### config.mk
export PLATFORM = sky130hd
export DESIGN_NAME = spac_connect
export DESIGN_NICKNAME = d
export VERILOG_FILES = /design/src/verilog/spac_pkg.sv /design/src/verilog/spac_connect.sv
export SDC_FILE = /design/constraint.sdc
export NUM_CORES = 1
export LEC_CHECK = 0
export BUFFER_PORTS_ARGS = -buffer_cell sky130_fd_sc_hd__buf_2
export CORE_ASPECT_RATIO = 1.5
export CORE_MARGIN = 2
export CORE_UTILIZATION = 60
export CTS_BUF_LIST = sky130_fd_sc_hd__clkbuf_4 sky130_fd_sc_hd__clkbuf_8
export DETAILED_ROUTE_END_ITERATION = 16
export PLACE_DENSITY_LB_ADDON = 0.1
export SYNTH_ARGS = -nofsm -noshare
export SYNTH_HDL_FRONTEND = slang
export SYNTH_SLANG_ARGS = --single-unit
export TNS_END_PERCENT = 50
### constraint.sdc
create_clock -name i_clock -period 3.95 [get_ports i_clock]
set_clock_uncertainty 0.2 [all_clocks]
set_input_delay 0.79 -clock i_clock [delete_from_list [all_inputs] [get_ports i_clock]]
set_output_delay 0.79 -clock i_clock [all_outputs]
set_load 0.1 [all_outputs]
### src/verilog/spac_pkg.sv
// constants and types for the scan port address connect block
package spac_pkg;
  localparam int ADDR_W = 10;
  localparam logic [9:0] RESET_ADDR        = 10'h000;
  localparam logic [9:0] DISCONNECT_ADDR   = 10'h3FE;
  localparam logic [9:0] TEST_SYNC_ADDR    = 10'h3FF;
  localparam logic [3:0] DATA_BITS         = 4'hA;

  typedef enum logic [3:0] {
    TAP_RESET    = 4'h0, TAP_IDLE     = 4'h1, TAP_SEL_DR   = 4'h2, TAP_CAP_DR   = 4'h3,
    TAP_SHIFT_DR = 4'h4, TAP_EXIT1_DR = 4'h5, TAP_PAUSE_DR = 4'h6, TAP_EXIT2_DR = 4'h7,
    TAP_UPD_DR   = 4'h8, TAP_SEL_IR   = 4'h9, TAP_CAP_IR   = 4'hA, TAP_SHIFT_IR = 4'hB,
    TAP_EXIT1_IR = 4'hC, TAP_PAUSE_IR = 4'hD, TAP_EXIT2_IR = 4'hE, TAP_UPD_IR   = 4'hF
  } spac_tap_type;

  typedef enum logic [1:0] {
    CON_OFF = 2'h0, CON_ON = 2'h1, CON_RESET = 2'h2, CON_MULTI = 2'h3
  } spac_con_type;

  // receiver and transmitter phases
  typedef enum logic [2:0] {
    PH_IDLE = 3'h0, PH_SEL1 = 3'h1, PH_DATA = 3'h2, PH_SEL2 = 3'h3,
    PH_ACK_I = 3'h4, PH_ACK_S = 3'h5, PH_ACK_D = 3'h6, PH_ACK_E = 3'h7
  } spac_ph_type;
endpackage : spac_pkg
### src/verilog/spac_connect.sv
// connect control of the addressable scan port: tap monitor, select/ack, switching
`timescale 1ns/1ps
`default_nettype none
module spac_connect
  import spac_pkg::*;
(
  input  wire logic       i_clock,
  input  wire logic       i_arst_n,
  input  wire logic       i_tck_rise,            // one-cycle enable on primary test clock rise
  input  wire logic       i_primary_data_in,
  input  wire logic       i_primary_mode_select,
  input  wire logic [9:0] i_board_address_inputs,
  input  wire logic       i_secondary_data_in,
  output logic            o_primary_data_out,
  output logic            o_primary_data_out_oe,
  output logic            o_secondary_data_out,
  output logic            o_secondary_data_out_oe,
  output logic            o_secondary_mode_select,
  output logic [1:0]      o_connect_status
);
  spac_tap_type tap_r, tap_nxt;
  spac_con_type con_r, con_nxt;
  spac_ph_type  ph_r, ph_nxt;
  logic         half_r, half_nxt;      // second bit of a pair pending
  logic         first_r, first_nxt;    // first bit of current pair
  logic [9:0]   addr_r, addr_nxt;
  logic [3:0]   cnt_r, cnt_nxt;
  logic         tms_hold_r, tms_hold_nxt;
  logic         ack_bit_r, ack_bit_nxt;

  wire logic tap_stable = (tap_r == TAP_RESET) || (tap_r == TAP_IDLE) ||
                          (tap_r == TAP_PAUSE_DR) || (tap_r == TAP_PAUSE_IR);
  wire logic tap_pause  = (tap_r == TAP_PAUSE_DR) || (tap_r == TAP_PAUSE_IR);

  // tap monitor mirrors the standard controller
  always_comb begin
    tap_nxt = tap_r;
    if (i_tck_rise) begin
      unique case (tap_r)
        TAP_RESET:    tap_nxt = i_primary_mode_select ? TAP_RESET    : TAP_IDLE;
        TAP_IDLE:     tap_nxt = i_primary_mode_select ? TAP_SEL_DR   : TAP_IDLE;
        TAP_SEL_DR:   tap_nxt = i_primary_mode_select ? TAP_SEL_IR   : TAP_CAP_DR;
        TAP_CAP_DR:   tap_nxt = i_primary_mode_select ? TAP_EXIT1_DR : TAP_SHIFT_DR;
        TAP_SHIFT_DR: tap_nxt = i_primary_mode_select ? TAP_EXIT1_DR : TAP_SHIFT_DR;
        TAP_EXIT1_DR: tap_nxt = i_primary_mode_select ? TAP_UPD_DR   : TAP_PAUSE_DR;
        TAP_PAUSE_DR: tap_nxt = i_primary_mode_select ? TAP_EXIT2_DR : TAP_PAUSE_DR;
        TAP_EXIT2_DR: tap_nxt = i_primary_mode_select ? TAP_UPD_DR   : TAP_SHIFT_DR;
        TAP_UPD_DR:   tap_nxt = i_primary_mode_select ? TAP_SEL_DR   : TAP_IDLE;
        TAP_SEL_IR:   tap_nxt = i_primary_mode_select ? TAP_RESET    : TAP_CAP_IR;
        TAP_CAP_IR:   tap_nxt = i_primary_mode_select ? TAP_EXIT1_IR : TAP_SHIFT_IR;
        TAP_SHIFT_IR: tap_nxt = i_primary_mode_select ? TAP_EXIT1_IR : TAP_SHIFT_IR;
        TAP_EXIT1_IR: tap_nxt = i_primary_mode_select ? TAP_UPD_IR   : TAP_PAUSE_IR;
        TAP_PAUSE_IR: tap_nxt = i_primary_mode_select ? TAP_EXIT2_IR : TAP_PAUSE_IR;
        TAP_EXIT2_IR: tap_nxt = i_primary_mode_select ? TAP_UPD_IR   : TAP_SHIFT_IR;
        TAP_UPD_IR:   tap_nxt = i_primary_mode_select ? TAP_SEL_DR   : TAP_IDLE;
      endcase
    end
  end

  // pair decode: idle 11, select 00, one 01, zero 10
  wire logic pair_done = i_tck_rise && half_r;
  wire logic p_idle    = first_r && i_primary_data_in;
  wire logic p_sel     = !first_r && !i_primary_data_in;
  wire logic p_one     = !first_r && i_primary_data_in;

  // protocol receive, evaluate and acknowledge sequencing
  always_comb begin
    ph_nxt      = ph_r;
    half_nxt    = half_r;
    first_nxt   = first_r;
    addr_nxt    = addr_r;
    cnt_nxt     = cnt_r;
    con_nxt     = con_r;
    ack_bit_nxt = ack_bit_r;
    if (i_tck_rise) begin
      half_nxt  = !half_r;
      first_nxt = i_primary_data_in;
      // pair framing resyncs on idle so a lone high bit cannot skew it
      if (!half_r && i_primary_data_in && ph_r == PH_IDLE) half_nxt = 1'b0;
    end
    if (i_tck_rise && !tap_stable && ph_r < PH_ACK_I) begin
      ph_nxt   = PH_IDLE;
      half_nxt = 1'b0;
    end else if (pair_done) begin
      unique case (ph_r)
        PH_IDLE:  if (p_sel) ph_nxt = PH_SEL1;
        PH_SEL1:  if (p_sel) begin
                    ph_nxt = PH_SEL1;
                  end else if (p_idle) begin
                    ph_nxt = PH_IDLE;
                  end else begin
                    addr_nxt = {p_one, addr_r[9:1]};
                    cnt_nxt  = 4'h1;
                    ph_nxt   = PH_DATA;
                  end
        PH_DATA:  if (p_sel && cnt_r == DATA_BITS) begin
                    ph_nxt = PH_SEL2;
                  end else if (!p_sel && !p_idle && cnt_r != DATA_BITS) begin
                    addr_nxt = {p_one, addr_r[9:1]};
                    cnt_nxt  = cnt_r + 4'h1;
                  end else begin
                    ph_nxt  = PH_IDLE; // length or framing error drops link
                    con_nxt = CON_OFF;
                  end
        PH_SEL2:  if (p_idle) begin
                    ph_nxt  = PH_IDLE;
                    con_nxt = CON_OFF;
                    if (addr_r == RESET_ADDR) begin
                      con_nxt = CON_RESET;
                    end else if (addr_r == TEST_SYNC_ADDR) begin
                      if (tap_pause) con_nxt = CON_MULTI;
                    end else if (addr_r == DISCONNECT_ADDR) begin
                      con_nxt = CON_OFF;
                    end else if (addr_r == i_board_address_inputs) begin
                      ph_nxt   = PH_ACK_I;
                      cnt_nxt  = 4'h0;
                      half_nxt = 1'b0;
                    end
                  end else begin
                    ph_nxt = PH_IDLE;
                  end
        default:  ;
      endcase
    end
    // acknowledge ISDDDDDDDDDDSI, one level per test clock rise
    if (i_tck_rise && ph_r >= PH_ACK_I) begin
      half_nxt = !half_r;
      unique case (ph_r)
        PH_ACK_I: begin
          if (half_r) ph_nxt = PH_ACK_S;
        end
        PH_ACK_S: begin
          if (half_r) ph_nxt = PH_ACK_D;
        end
        PH_ACK_D: begin
          if (half_r) begin
            cnt_nxt = cnt_r + 4'h1;
            if (cnt_r == DATA_BITS - 4'h1) ph_nxt = PH_ACK_E;
          end
        end
        PH_ACK_E: begin
          if (half_r && cnt_r == DATA_BITS) begin
            cnt_nxt  = 4'h0;
            half_nxt = 1'b0;
          end else if (half_r) begin
            ph_nxt   = PH_IDLE; // closing idle done
            half_nxt = 1'b0;
            con_nxt  = CON_ON;
          end
        end
        default: ;
      endcase
    end
    // level for the coming rise is set one period ahead, so the master
    // samples all 28 levels before the switch closes
    unique case (ph_nxt)
      PH_ACK_I: ack_bit_nxt = 1'b1;
      PH_ACK_S: ack_bit_nxt = 1'b0;
      PH_ACK_D: ack_bit_nxt = half_nxt ? addr_r[cnt_nxt] : !addr_r[cnt_nxt];
      PH_ACK_E: ack_bit_nxt = (cnt_nxt == 4'h0);
      default:  ack_bit_nxt = 1'b1;
    endcase
  end

  // last secondary mode level, held while off
  always_comb begin
    tms_hold_nxt = tms_hold_r;
    if (con_r == CON_ON || con_r == CON_MULTI) tms_hold_nxt = i_primary_mode_select;
    else if (con_r == CON_RESET) tms_hold_nxt = 1'b1;
  end

  // state registers
  always_ff @(posedge i_clock or negedge i_arst_n) begin
    if (!i_arst_n) begin
      tap_r      <= TAP_RESET;
      con_r      <= CON_OFF;
      ph_r       <= PH_IDLE;
      half_r     <= 1'b0;
      first_r    <= 1'b1;
      addr_r     <= 10'h000;
      cnt_r      <= 4'h0;
      tms_hold_r <= 1'b1;
      ack_bit_r  <= 1'b1;
    end else begin
      tap_r      <= tap_nxt;
      con_r      <= con_nxt;
      ph_r       <= ph_nxt;
      half_r     <= half_nxt;
      first_r    <= first_nxt;
      addr_r     <= addr_nxt;
      cnt_r      <= cnt_nxt;
      tms_hold_r <= tms_hold_nxt;
      ack_bit_r  <= ack_bit_nxt;
    end
  end

  // switch: routing follows connect status; ack overrides primary output
  wire logic acking = (ph_r >= PH_ACK_I);
  always_comb begin
    o_primary_data_out      = acking ? ack_bit_r : i_secondary_data_in;
    o_primary_data_out_oe   = acking || (con_r == CON_ON);
    o_secondary_data_out    = i_primary_data_in;
    o_secondary_data_out_oe = (con_r == CON_ON) || (con_r == CON_MULTI);
    unique case (con_r)
      CON_ON, CON_MULTI: o_secondary_mode_select = i_primary_mode_select;
      CON_RESET:         o_secondary_mode_select = 1'b1;
      default:           o_secondary_mode_select = tms_hold_r;
    endcase
  end
  assign o_connect_status = con_r;

  a_transit_ignored: assert property (@(posedge i_clock) disable iff (!i_arst_n)
    (i_tck_rise && !tap_stable && ph_r < PH_ACK_I) |=> ph_r == PH_IDLE)
    else $error("protocol kept in transit state");
  a_reset_addr_status: assert property (@(posedge i_clock) disable iff (!i_arst_n)
    (pair_done && ph_r == PH_SEL2 && p_idle && addr_r == RESET_ADDR) |=> con_r == CON_RESET)
    else $error("reset address not applied");
  a_disc_addr_off: assert property (@(posedge i_clock) disable iff (!i_arst_n)
    (pair_done && ph_r == PH_SEL2 && p_idle && addr_r == DISCONNECT_ADDR) |=> con_r == CON_OFF && !acking)
    else $error("disconnect address mishandled");
  a_sync_multicast: assert property (@(posedge i_clock) disable iff (!i_arst_n)
    (con_r != CON_MULTI) ##1 (con_r == CON_MULTI) |-> $past(tap_pause))
    else $error("multicast outside pause");
  a_match_acks: assert property (@(posedge i_clock) disable iff (!i_arst_n)
    (pair_done && ph_r == PH_SEL2 && p_idle && addr_r == i_board_address_inputs &&
     addr_r != RESET_ADDR && addr_r != TEST_SYNC_ADDR && addr_r != DISCONNECT_ADDR) |=> acking)
    else $error("match did not start acknowledge");
  a_on_after_ack: assert property (@(posedge i_clock) disable iff (!i_arst_n)
    (con_r != CON_ON) ##1 (con_r == CON_ON) |-> $past(ph_r) == PH_ACK_E)
    else $error("on without acknowledge");
  a_off_holds_mode: assert property (@(posedge i_clock) disable iff (!i_arst_n)
    (con_r == CON_OFF && $past(con_r) == CON_OFF) |-> $stable(o_secondary_mode_select))
    else $error("secondary mode moved while off");
  a_reset_mode_high: assert property (@(posedge i_clock) disable iff (!i_arst_n)
    con_r == CON_RESET |-> o_secondary_mode_select && !o_secondary_data_out_oe && !o_primary_data_out_oe)
    else $error("reset status outputs wrong");
  c_match: cover property (@(posedge i_clock) con_r == CON_ON);
  c_multi: cover property (@(posedge i_clock) con_r == CON_MULTI);
  c_reset: cover property (@(posedge i_clock) con_r == CON_RESET);
endmodule : spac_connect
`default_nettype wire

======== After elaboration in Yosys (flattened, before gate mapping) ========
Index checks and enable logic that the tools add are counted.
cells by class
  reduce and logical (&&, ||, !) cells .... 37
  bitwise gates (word level) .............. 1
  $lt $le $gt $ge ......................... 3
  multiply operators ...................... 0
  muxes and demuxes ....................... 90
  div/mod/pow operators ................... 0
  shift-type cells ........................ 0
  add/subtract/negate cells ............... 1
  equality and inequality tests ........... 38
operators by type and width
  kind                                                             number
  4-bit two-way mux                                                18
  3-bit two-way mux                                                19
  4-bit one-hot mux with 12 select lines                           1
  4-bit == test, second input constant                             10
  10-bit two-way mux                                               4
  2-bit two-way mux                                                17
  3-bit one-hot mux with 4 select lines                            2
  1-bit two-way mux                                                22
  3-bit == test, second input constant                             7
  10-bit == test, second input constant                            2
  10-bit one-hot mux with 2 select lines                           1
  4-bit by 3-bit == test with 1-bit output, second input constant  4
  1-bit logical AND                                                13
  4-bit one-hot mux with 3 select lines                            1
  10-bit == test                                                   1
  10-bit logical NOT                                               1
  4-bit by 2-bit == test with 1-bit output, second input constant  2
  4-bit logical NOT                                                2
  2-bit inequality test, second input constant                     4
  4-bit one-hot mux with 2 select lines                            1
  1-bit logical NOT                                                7
  7-bit AND reduction                                              1
  3-bit by 2-bit == test with 1-bit output, second input constant  2
  1-bit logical OR                                                 6
  18 further kinds                                                 22
word-level totals
  flip-flop bits (word level) ............. 27
  bits in writable memories ............... 0
  ROM bits ................................ 0
  output and inout port bits .............. 7
  memories kept ........................... 0
  latch bits .............................. 0

======== Longest topological paths before layout ========
Gate-level depths: netlist (run 1).
  word-level depth ........................ 18
  depth in mapped cells ................... 12

======== Least setup slack after synthesis (run 1) ========
Ideal clock, no wire load.
  path type ............................... reg-to-output
  start ................................... register con_r[1], in the netlist o_connect_status[1]
  end ..................................... output port o_secondary_mode_select
  buffers on the path ..................... 0
  path slack .............................. -0.240 ns
  arrival time ............................ 3.200 ns
  cell stages (with the launch flop) ...... 3
  data required time ...................... 2.960 ns
  cell sequence ........................... dfrtp_1 -> nor2_1 -> o21ai_0
between the ends
  cells in the longest elaborated chain, start to end .. 3
  elaborated cells on any way between the ends .. 5
RTL lines
  what                                                                              RTL line             RTL
  start, declared                                                                   spac_connect.sv:22   spac_con_type con_r, con_nxt;
  start signal, assigned                                                            spac_connect.sv:186  con_r <= con_nxt;
  2-bit by 1-bit == test with 1-bit output / 2-bit == test (equally long branches)  spac_connect.sv:204  unique case (con_r)
  2-bit OR reduction                                                                spac_connect.sv:204
  1-bit one-hot mux with 2 select lines (*)                                         spac_connect.sv:204
  end, declared                                                                     spac_connect.sv:18   output logic o_secondary_mode_select,
Mark *: on every way between the ends. The rest lies on a longest branch, timed or not.

======== Final worst setup path (run 1) ========
  start ................................... register tap_r[3]
  end ..................................... register ack_bit_r
between the ends
  cells in the longest elaborated chain, start to end .. 16
  elaborated cells on any way between the ends .. 35
RTL lines
  what                                                                                  RTL line                                  RTL
  start, declared                                                                       spac_connect.sv:21                        spac_tap_type tap_r, tap_nxt;
  start signal, assigned                                                                spac_connect.sv:185                       tap_r <= tap_nxt;
  4-bit by 1-bit == test with 1-bit output / 4-bit logical NOT (equally long branches)  spac_connect.sv:31                        wire logic tap_stable = (tap_r == TAP_RESET) || (tap_r == TAP_IDLE) ||
  1-bit logical OR (2 in a row)                                                         spac_connect.sv:31
  1-bit logical OR (*)                                                                  spac_connect.sv:32                        (tap_r == TAP_PAUSE_DR) || (tap_r == TAP_PAUSE_IR);
  1-bit logical NOT (*)                                                                 spac_connect.sv:81                        if (i_tck_rise && !tap_stable && ph_r < PH_ACK_I) begin
  1-bit logical AND (*) (2 in a row)                                                    spac_connect.sv:81
  4-bit two-way mux                                                                     spac_connect.sv:81
  4-bit two-way mux (on tied branches)                                                  spac_connect.sv:142, spac_connect.sv:136
  4-bit one-hot mux with 2 select lines                                                 spac_connect.sv:128                       unique case (ph_r)
  4-bit two-way mux                                                                     spac_connect.sv:126                       if (i_tck_rise && ph_r >= PH_ACK_I) begin
  1-bit binary-select mux with 4-bit select                                             spac_connect.sv:159                       PH_ACK_D: ack_bit_nxt = half_nxt ? addr_r[cnt_nxt] : !addr_r[cnt_nxt];
  1-bit two-way mux (not written as such)                                               spac_connect.sv:159
  1-bit logical NOT                                                                     spac_connect.sv:159
  1-bit two-way mux                                                                     spac_connect.sv:159
  1-bit one-hot mux with 3 select lines (*)                                             spac_connect.sv:156                       unique case (ph_nxt)
  named net ack_bit_nxt                                                                 spac_connect.sv:29                        logic ack_bit_r, ack_bit_nxt;
  end signal, assigned                                                                  spac_connect.sv:193                       ack_bit_r <= ack_bit_nxt;
  end, declared                                                                         spac_connect.sv:29
Mark *: on every way through the listed nets, which the timed path passes. The rest lies on a longest branch. The select of a mux whose other input is x is not followed.
A chain may end at the register's enable or synchronous reset.

==> flow_metrics.py, run 1 <==
metrics = {
    "worst_hold_path": {
        "holdCritPathClass": "in2async",
    },
    "timing": {
        "setup_tns_ns": 0,
        "tightest_slew_ns": 0.830,
        "slew_headroom": 0.447,
        "slew_violations": 0,
        "fin_crit_sh": 0.877,
        "setup_viol": 0,
        "hold_viol": 0,
        "period_needed_ns": 3.46,
        "fmax_mhz": 289,
        "rsz0062_at_grt": "no",
    },
    "route": {
        "vias": 2122,
        "drtIter0Drc": 44,
        "drt_wl_total_um": 5470,
        "ant_nets": 0,
        "viasPerCell": 6.39,
        "wl_per_cell_um": 16.5,
        "dr.pass1.iters": 4,
        "route.detailed.drc": 0,
    },
    "global_routing": {
        "grt_max_degree": 28,
        "antenna_found_initial": 0,
        "grt-ovfl-total": 0,
        "grt_pass1_vias": 1935,
        "grt_pass1_wl_um": 9060,
        "track_usage": 0.279,
    },
    "critical_path": {
        "critPathSlowestCell": "dfrtp_1",
        "crit_type": "reg2reg",
        "cp_top_family": "compound AO/OA/AOI/OAI gates",
        "start_kind": "flop",
        "critPathArrivalTime_ns": 3.48,
        "cp-end-kind": "flop",
        "path_cells": "and4bb_4 > o31ai_1 > a211oi_2 > a211oi_1 > and2_1 > mux2_1 > or3_1 > a41o_1 > a31oi_1",
        "rr_startpoint": "tap_r[3]$_DFFE_PN0P_",
        "critPathLaunch": "tap_r[3]$_DFFE_PN0P_",
        "critPathMaxStageDelay_ns": 0.65,
        "cp_max_fo": 16,
        "crit_buf_inv": 0,
        "worst_ep_required_time_ns": 3.96,
    },
    "logic_synthesis": {
        "syn_nets": 298,
        "synth_edf_count": 0,
        "synthFlopType": "dfrtp_1",
        "ys_types": 60,
        "ys_seq_elements": 27,
        "yosysSeqAreaShare": 0.299,
        "synthArstFlopShare": 1.00,
        "synth_cells": 276,
        "ys.warnings.count": 0,
        "syn_area_um2": 2280,
        "avgSynthCellArea_um2": 8.25,
    },
    "clocking": {
        "hold_buffers": 0,
        "cts_tree": "built",
        "ctsResizeCount": 0,
        "postCtsSetupBuffers": 0,
        "clkTransAtPathRegs_ns": 0.10,
        "cts_made_buffers": 3,
        "clk_latency_ns": 0.28,
        "cts_sinks": 27,
        "h-tree-depth": 1,
        "clockBufferDepth": 2,
        "root_buffer": "clkbuf_8",
    },
    "pwr": {
        "p_per_area_nw_per_um2": 418,
        "irDropWorstVdd_uv": 299,
        "internal_power_uw": 567,
        "power_uw": 1020,
        "pwr-share-seq": 0.439,
        "p_comb_frac": 0.393,
        "swShare": 0.442,
        "clock_power_share": 0.168,
        "leakagePower_uw": 0.00103,
        "p_sw_uw": 448,
    },
    "floorplanning": {
        "dieArea_um2": 4310,
        "start_util": 0.624,
        "io-pin-count": 23,
        "die_y_um": 79.4,
        "core_area_um2": 3650,
        "row_count": 27,
        "die_w_um": 54.3,
    },
    "placed_design": {
        "dp_hpwl_um": 4010,
        "gp_congestion": 0.852,
        "io_buffer_count": 22,
        "dp.cells": 328,
    },
    "finish": {
        "fin_nets": 312,
        "diodes": 0,
        "synthToLayoutAreaGrowth_pct": 6.65,
        "drive_above_1_share": 0.173,
        "post-route-util": 0.665,
        "layout.cells.non_filler": 332,
        "fillers": 337,
    },
    "outcome": {
        "outcome": "completed",
    },
    "run": {
        "max_cap_viol_count": 0,
    },
}
[cells by family after synthesis]
family | after synthesis | share of synthesized area
AND/OR/NAND/NOR | 102 | 0.239
AO/OA/AOI/OAI | 81 | 0.237
buffers and inverters | 29 | 0.0572
flip-flops | 27 | 0.299
multiplexers | 18 | 0.0858
XOR/XNOR | 13 | 0.0500
adder cells (fa/ha/maj) | 6 | 0.0330
[power by group through the flow]
| stage | sequential, uW | clock, uW | combinational, uW |
|---|---|---|---|
| floorplan | 366 | 0 | 391 |
| global placement | 446 | 0 | 391 |
| detailed placement | 448 | 0 | 395 |
| CTS | 442 | 172 | 399 |
| global route | 461 | 188 | 447 |
| finish | 446 | 170 | 399 |
[path summary, 6_finish.rpt]
kind | to | slack (ns) | cells past startpoint
max in group asynchronous | ph_r[2]$_DFF_PN0_ | 2.83 | 1
min in group i_clock | first_r$_DFFE_PN1P_ | 0.34 | 2
max | ack_bit_r$_DFF_PN1_ | 0.49 | 9
max reg2reg | ack_bit_r$_DFF_PN1_ | 0.49 | 9
min reg2reg | first_r$_DFFE_PN1P_ | 0.34 | 2
min | addr_r[5]$_DFFE_PN0P_ | 0.31 | 1
[cell usage in the layout (no fill, tap or decap), types with 8 or more instances in the layout]
cell type / Yosys / layout
nand2_1: 22 / 22
nor2_1: 24 / 24
inv_1: 14 / 14
a21oi_1: 20 / 20
mux2_2: 11 / 11
o21ai_0: 21 / 20
buf_2: 2 / 22
dfrtp_1: 24 / 24
xor2_1: 8 / 8
[synthesized netlist by cell type, drive strengths merged, types with 5 or more instances]
cell / n / share of area
a211oi: 6 / 0.022
a21oi: 20 / 0.044
a31oi: 7 / 0.022
buf: 6 / 0.019
clkbuf: 9 / 0.015
dfrtp: 24 / 0.26
ha: 6 / 0.033
inv: 14 / 0.023
mux2: 12 / 0.059
mux2i: 6 / 0.026
nand2: 22 / 0.036
nand3: 7 / 0.015
nand3b: 5 / 0.016
nand4: 7 / 0.019
nor2: 24 / 0.040
nor3: 8 / 0.020
nor4: 5 / 0.014
o21ai: 23 / 0.052
xnor2: 5 / 0.019
xor2: 8 / 0.031
[metal layers]
metal	global-route usage	share of wire	vias to the layer above	wire, um
met2	0.461	0.51	65	2770
met4	0.113	0.028	0	155
met1	0.362	0.43	997	2350
met5	0	0	-	0
met3	0.0262	0.036	15	199
li1	-	-	1045	-
[state kept, by name, indices dropped and copies added, names as in the netlist]
register,cells
o_connect_status,2
cnt_r,4
tap_r,4
tms_hold_r,1
first_r,1
half_r,1
ph_r,3
addr_r,10
ack_bit_r,1
[through the flow]
step / hold WS [ns] / setup WS, ns / area (um^2)
floorplan: 0.294 / -0.237 / 2280
global placement: 0.319 / 0.397 / 2380
detailed placement: 0.327 / 0.341 / 2380
CTS: 0.327 / 0.530 / 2430
global route: 0.346 / 0.292 / 2430
finish: 0.312 / 0.485 / 2430
[cell type report]
| cell class | instances | area (um^2) | area share |
|---|---|---|---|
| well taps | 43 | 53.8 | 0.0222 |
| clock buffers | 3 | 41.3 | 0.0170 |
| flip-flops and latches | 27 | 679 | 0.280 |
| clock inverters | 1 | 8.76 | 0.00361 |
| multi-input cells | 220 | 1470 | 0.604 |
| repair buffers | 24 | 125 | 0.0515 |
| inverters | 14 | 52.6 | 0.0216 |
Power figures use the tool's default switching activity.
==> run 2: changes to the inputs <==
--- a/config.mk
+++ b/config.mk
@@ -8,8 +8,8 @@
 export BUFFER_PORTS_ARGS = -buffer_cell sky130_fd_sc_hd__buf_2
 export CORE_ASPECT_RATIO = 1.5
 export CORE_MARGIN = 2
-export CORE_UTILIZATION = 60
-export CTS_BUF_LIST = sky130_fd_sc_hd__clkbuf_4 sky130_fd_sc_hd__clkbuf_8
+export CORE_UTILIZATION = 59
+export CTS_BUF_LIST = sky130_fd_sc_hd__clkbuf_16
 export DETAILED_ROUTE_END_ITERATION = 16
 export PLACE_DENSITY_LB_ADDON = 0.1
 export SYNTH_ARGS = -nofsm -noshare
==> flow_metrics.py, run 2 (same netlist as run 1, synthesis figures left out) <==
metrics = {
    "critical_path": {
        "start_kind": "input port",
        "cp_max_fo": 21,
        "critPathLaunch": "i_tck_rise",
        "rr_startpoint": "tap_r[3]$_DFFE_PN0P_",
        "worst_ep_required_time_ns": 3.94,
        "critPathArrivalTime_ns": 3.40,
        "cp-end-kind": "flop",
        "crit_type": "in2reg",
    },
    "clocking": {
        "clockBufferDepth": 2,
        "root_buffer": "clkbuf_16",
        "h-tree-depth": 1,
        "cts_tree": "built",
        "cts_made_buffers": 3,
        "hold_buffers": 0,
        "clkTransAtPathRegs_ns": 0.07,
        "clk_latency_ns": 0.27,
        "postCtsSetupBuffers": 0,
        "cts_sinks": 27,
        "ctsResizeCount": 0,
    },
    "global_routing": {
        "grt_pass1_wl_um": 8990,
        "grt_max_degree": 28,
        "grt_pass1_vias": 1942,
        "grt-ovfl-total": 0,
        "track_usage": 0.277,
        "antenna_found_initial": 0,
    },
    "route": {
        "wl_met3_um": 262,
        "viasPerCell": 6.45,
        "dr.pass1.iters": 4,
        "ant_nets": 0,
        "route.detailed.drc": 0,
        "drt_wl_total_um": 5430,
        "wl_per_cell_um": 16.4,
        "vias": 2142,
        "drtIter0Drc": 69,
        "routed.top_layer": "met4",
        "dr_wl_met2_um": 2810,
        "met1Wirelength_um": 2250,
    },
    "pwr": {
        "p_per_area_nw_per_um2": 445,
        "power_uw": 1090,
        "leakagePower_uw": 0.00105,
        "irDropWorstVdd_uv": 422,
    },
    "timing": {
        "hold_viol": 0,
        "fin_crit_sh": 0.863,
        "slew_headroom": 0.470,
        "tightest_slew_ns": 0.795,
        "setup_viol": 0,
        "period_needed_ns": 3.41,
        "slew_violations": 0,
        "rsz0062_at_grt": "no",
        "fmax_mhz": 293,
        "fin_ws_ns": 0.542,
    },
    "worst_hold_path": {
        "holdCritPathClass": "in2async",
    },
    "finish": {
        "synthToLayoutAreaGrowth_pct": 8.14,
        "diodes": 0,
        "largest_reg_flops": 10,
        "post-route-util": 0.668,
        "top_regs": "addr_r: 10 flops, cnt_r: 4 flops, tap_r: 4 flops",
        "drive_above_1_share": 0.173,
        "fin_nets": 312,
        "final_cell_mix": "nor2_1, dfrtp_1, nand2_1, buf_2",
        "top_register": "addr_r",
        "fin_area_um2": 2460,
    },
    "floorplanning": {
        "row_count": 27,
        "dieArea_um2": 4380,
        "start_util": 0.618,
        "die_y_um": 80.1,
        "io-pin-count": 23,
        "core_area_um2": 3680,
        "die_w_um": 54.7,
    },
    "placed_design": {
        "dp_hpwl_um": 4020,
        "dp_slack_ns": 0.337,
        "io_buffer_count": 22,
        "postPlaceCellArea_um2": 2380,
        "gp_congestion": 0.880,
    },
    "outcome": {
        "outcome": "completed",
    },
    "run": {
        "max_cap_viol_count": 0,
    },
}
-- run 2: cell counts in the layout (fill, tap and decap cells not counted) --
No cell type changed its count.
-- run 2: final timing paths --
| path | endpoint | slack, ns | cells after the start |
|---|---|---|---|
| max | ack_bit_r$_DFF_PN1_ | 0.54 | 10 |
| min | addr_r[1]$_DFFE_PN0P_ | 0.33 | 1 |
| max reg2reg | ack_bit_r$_DFF_PN1_ | 0.58 | 9 |
| min reg2reg | first_r$_DFFE_PN1P_ | 0.34 | 2 |
| max in group asynchronous | ph_r[0]$_DFF_PN0_ | 2.82 | 1 |
| min in group i_clock | first_r$_DFFE_PN1P_ | 0.34 | 2 |
-- run 2: final cells by class --
| type | instances | area [um^2] |
|---|---|---|
| Sequential cell | 27 | 679 |
| Clock buffer | 3 | 75.1 |
| Multi-Input combinational cell | 220 | 1470 |
| Tap cell | 43 | 53.8 |
| Fill cell | 325 | 1220 |
| Inverter | 14 | 52.6 |
| Clock inverter | 1 | 8.76 |
| Timing Repair Buffer | 24 | 125 |
-- run 2: where the power goes --
group	internal, uW	switching (uW)	total [uW]	leakage, uW
clock network	140	107	248	0.0000415
registers	315	130	445	0.000352
logic	178	224	402	0.000653
total	633	462	1090	0.00105
-- run 2: layer usage --
metal,global-route usage,up-vias
li1,-,1047
met1,0.343,1011
met2,0.464,71
met3,0.0465,13
met4,0.100,0
met5,0,-
-- run 2: metrics by stage --
step | hold WS, ns | TNS, ns | std cells
2_1_floorplan | 0.294 | -0.237 | 276
3_3_place_gp | 0.323 | 0 | 328
3_5_place_dp | 0.335 | 0 | 328
4_1_cts | 0.346 | 0 | 332
5_1_grt | 0.366 | 0 | 332
6_report | 0.332 | 0 | 332
-- run 2: critical path, stage by stage --
cell and delay, ns:
buf_2 0.32, and3b_1 0.33, o31a_1 0.29, o21ai_2 0.10, a211oi_1 0.31, and2_1 0.21
mux2_1 0.31, or3_1 0.32, a41o_1 0.24, a31oi_1 0.16
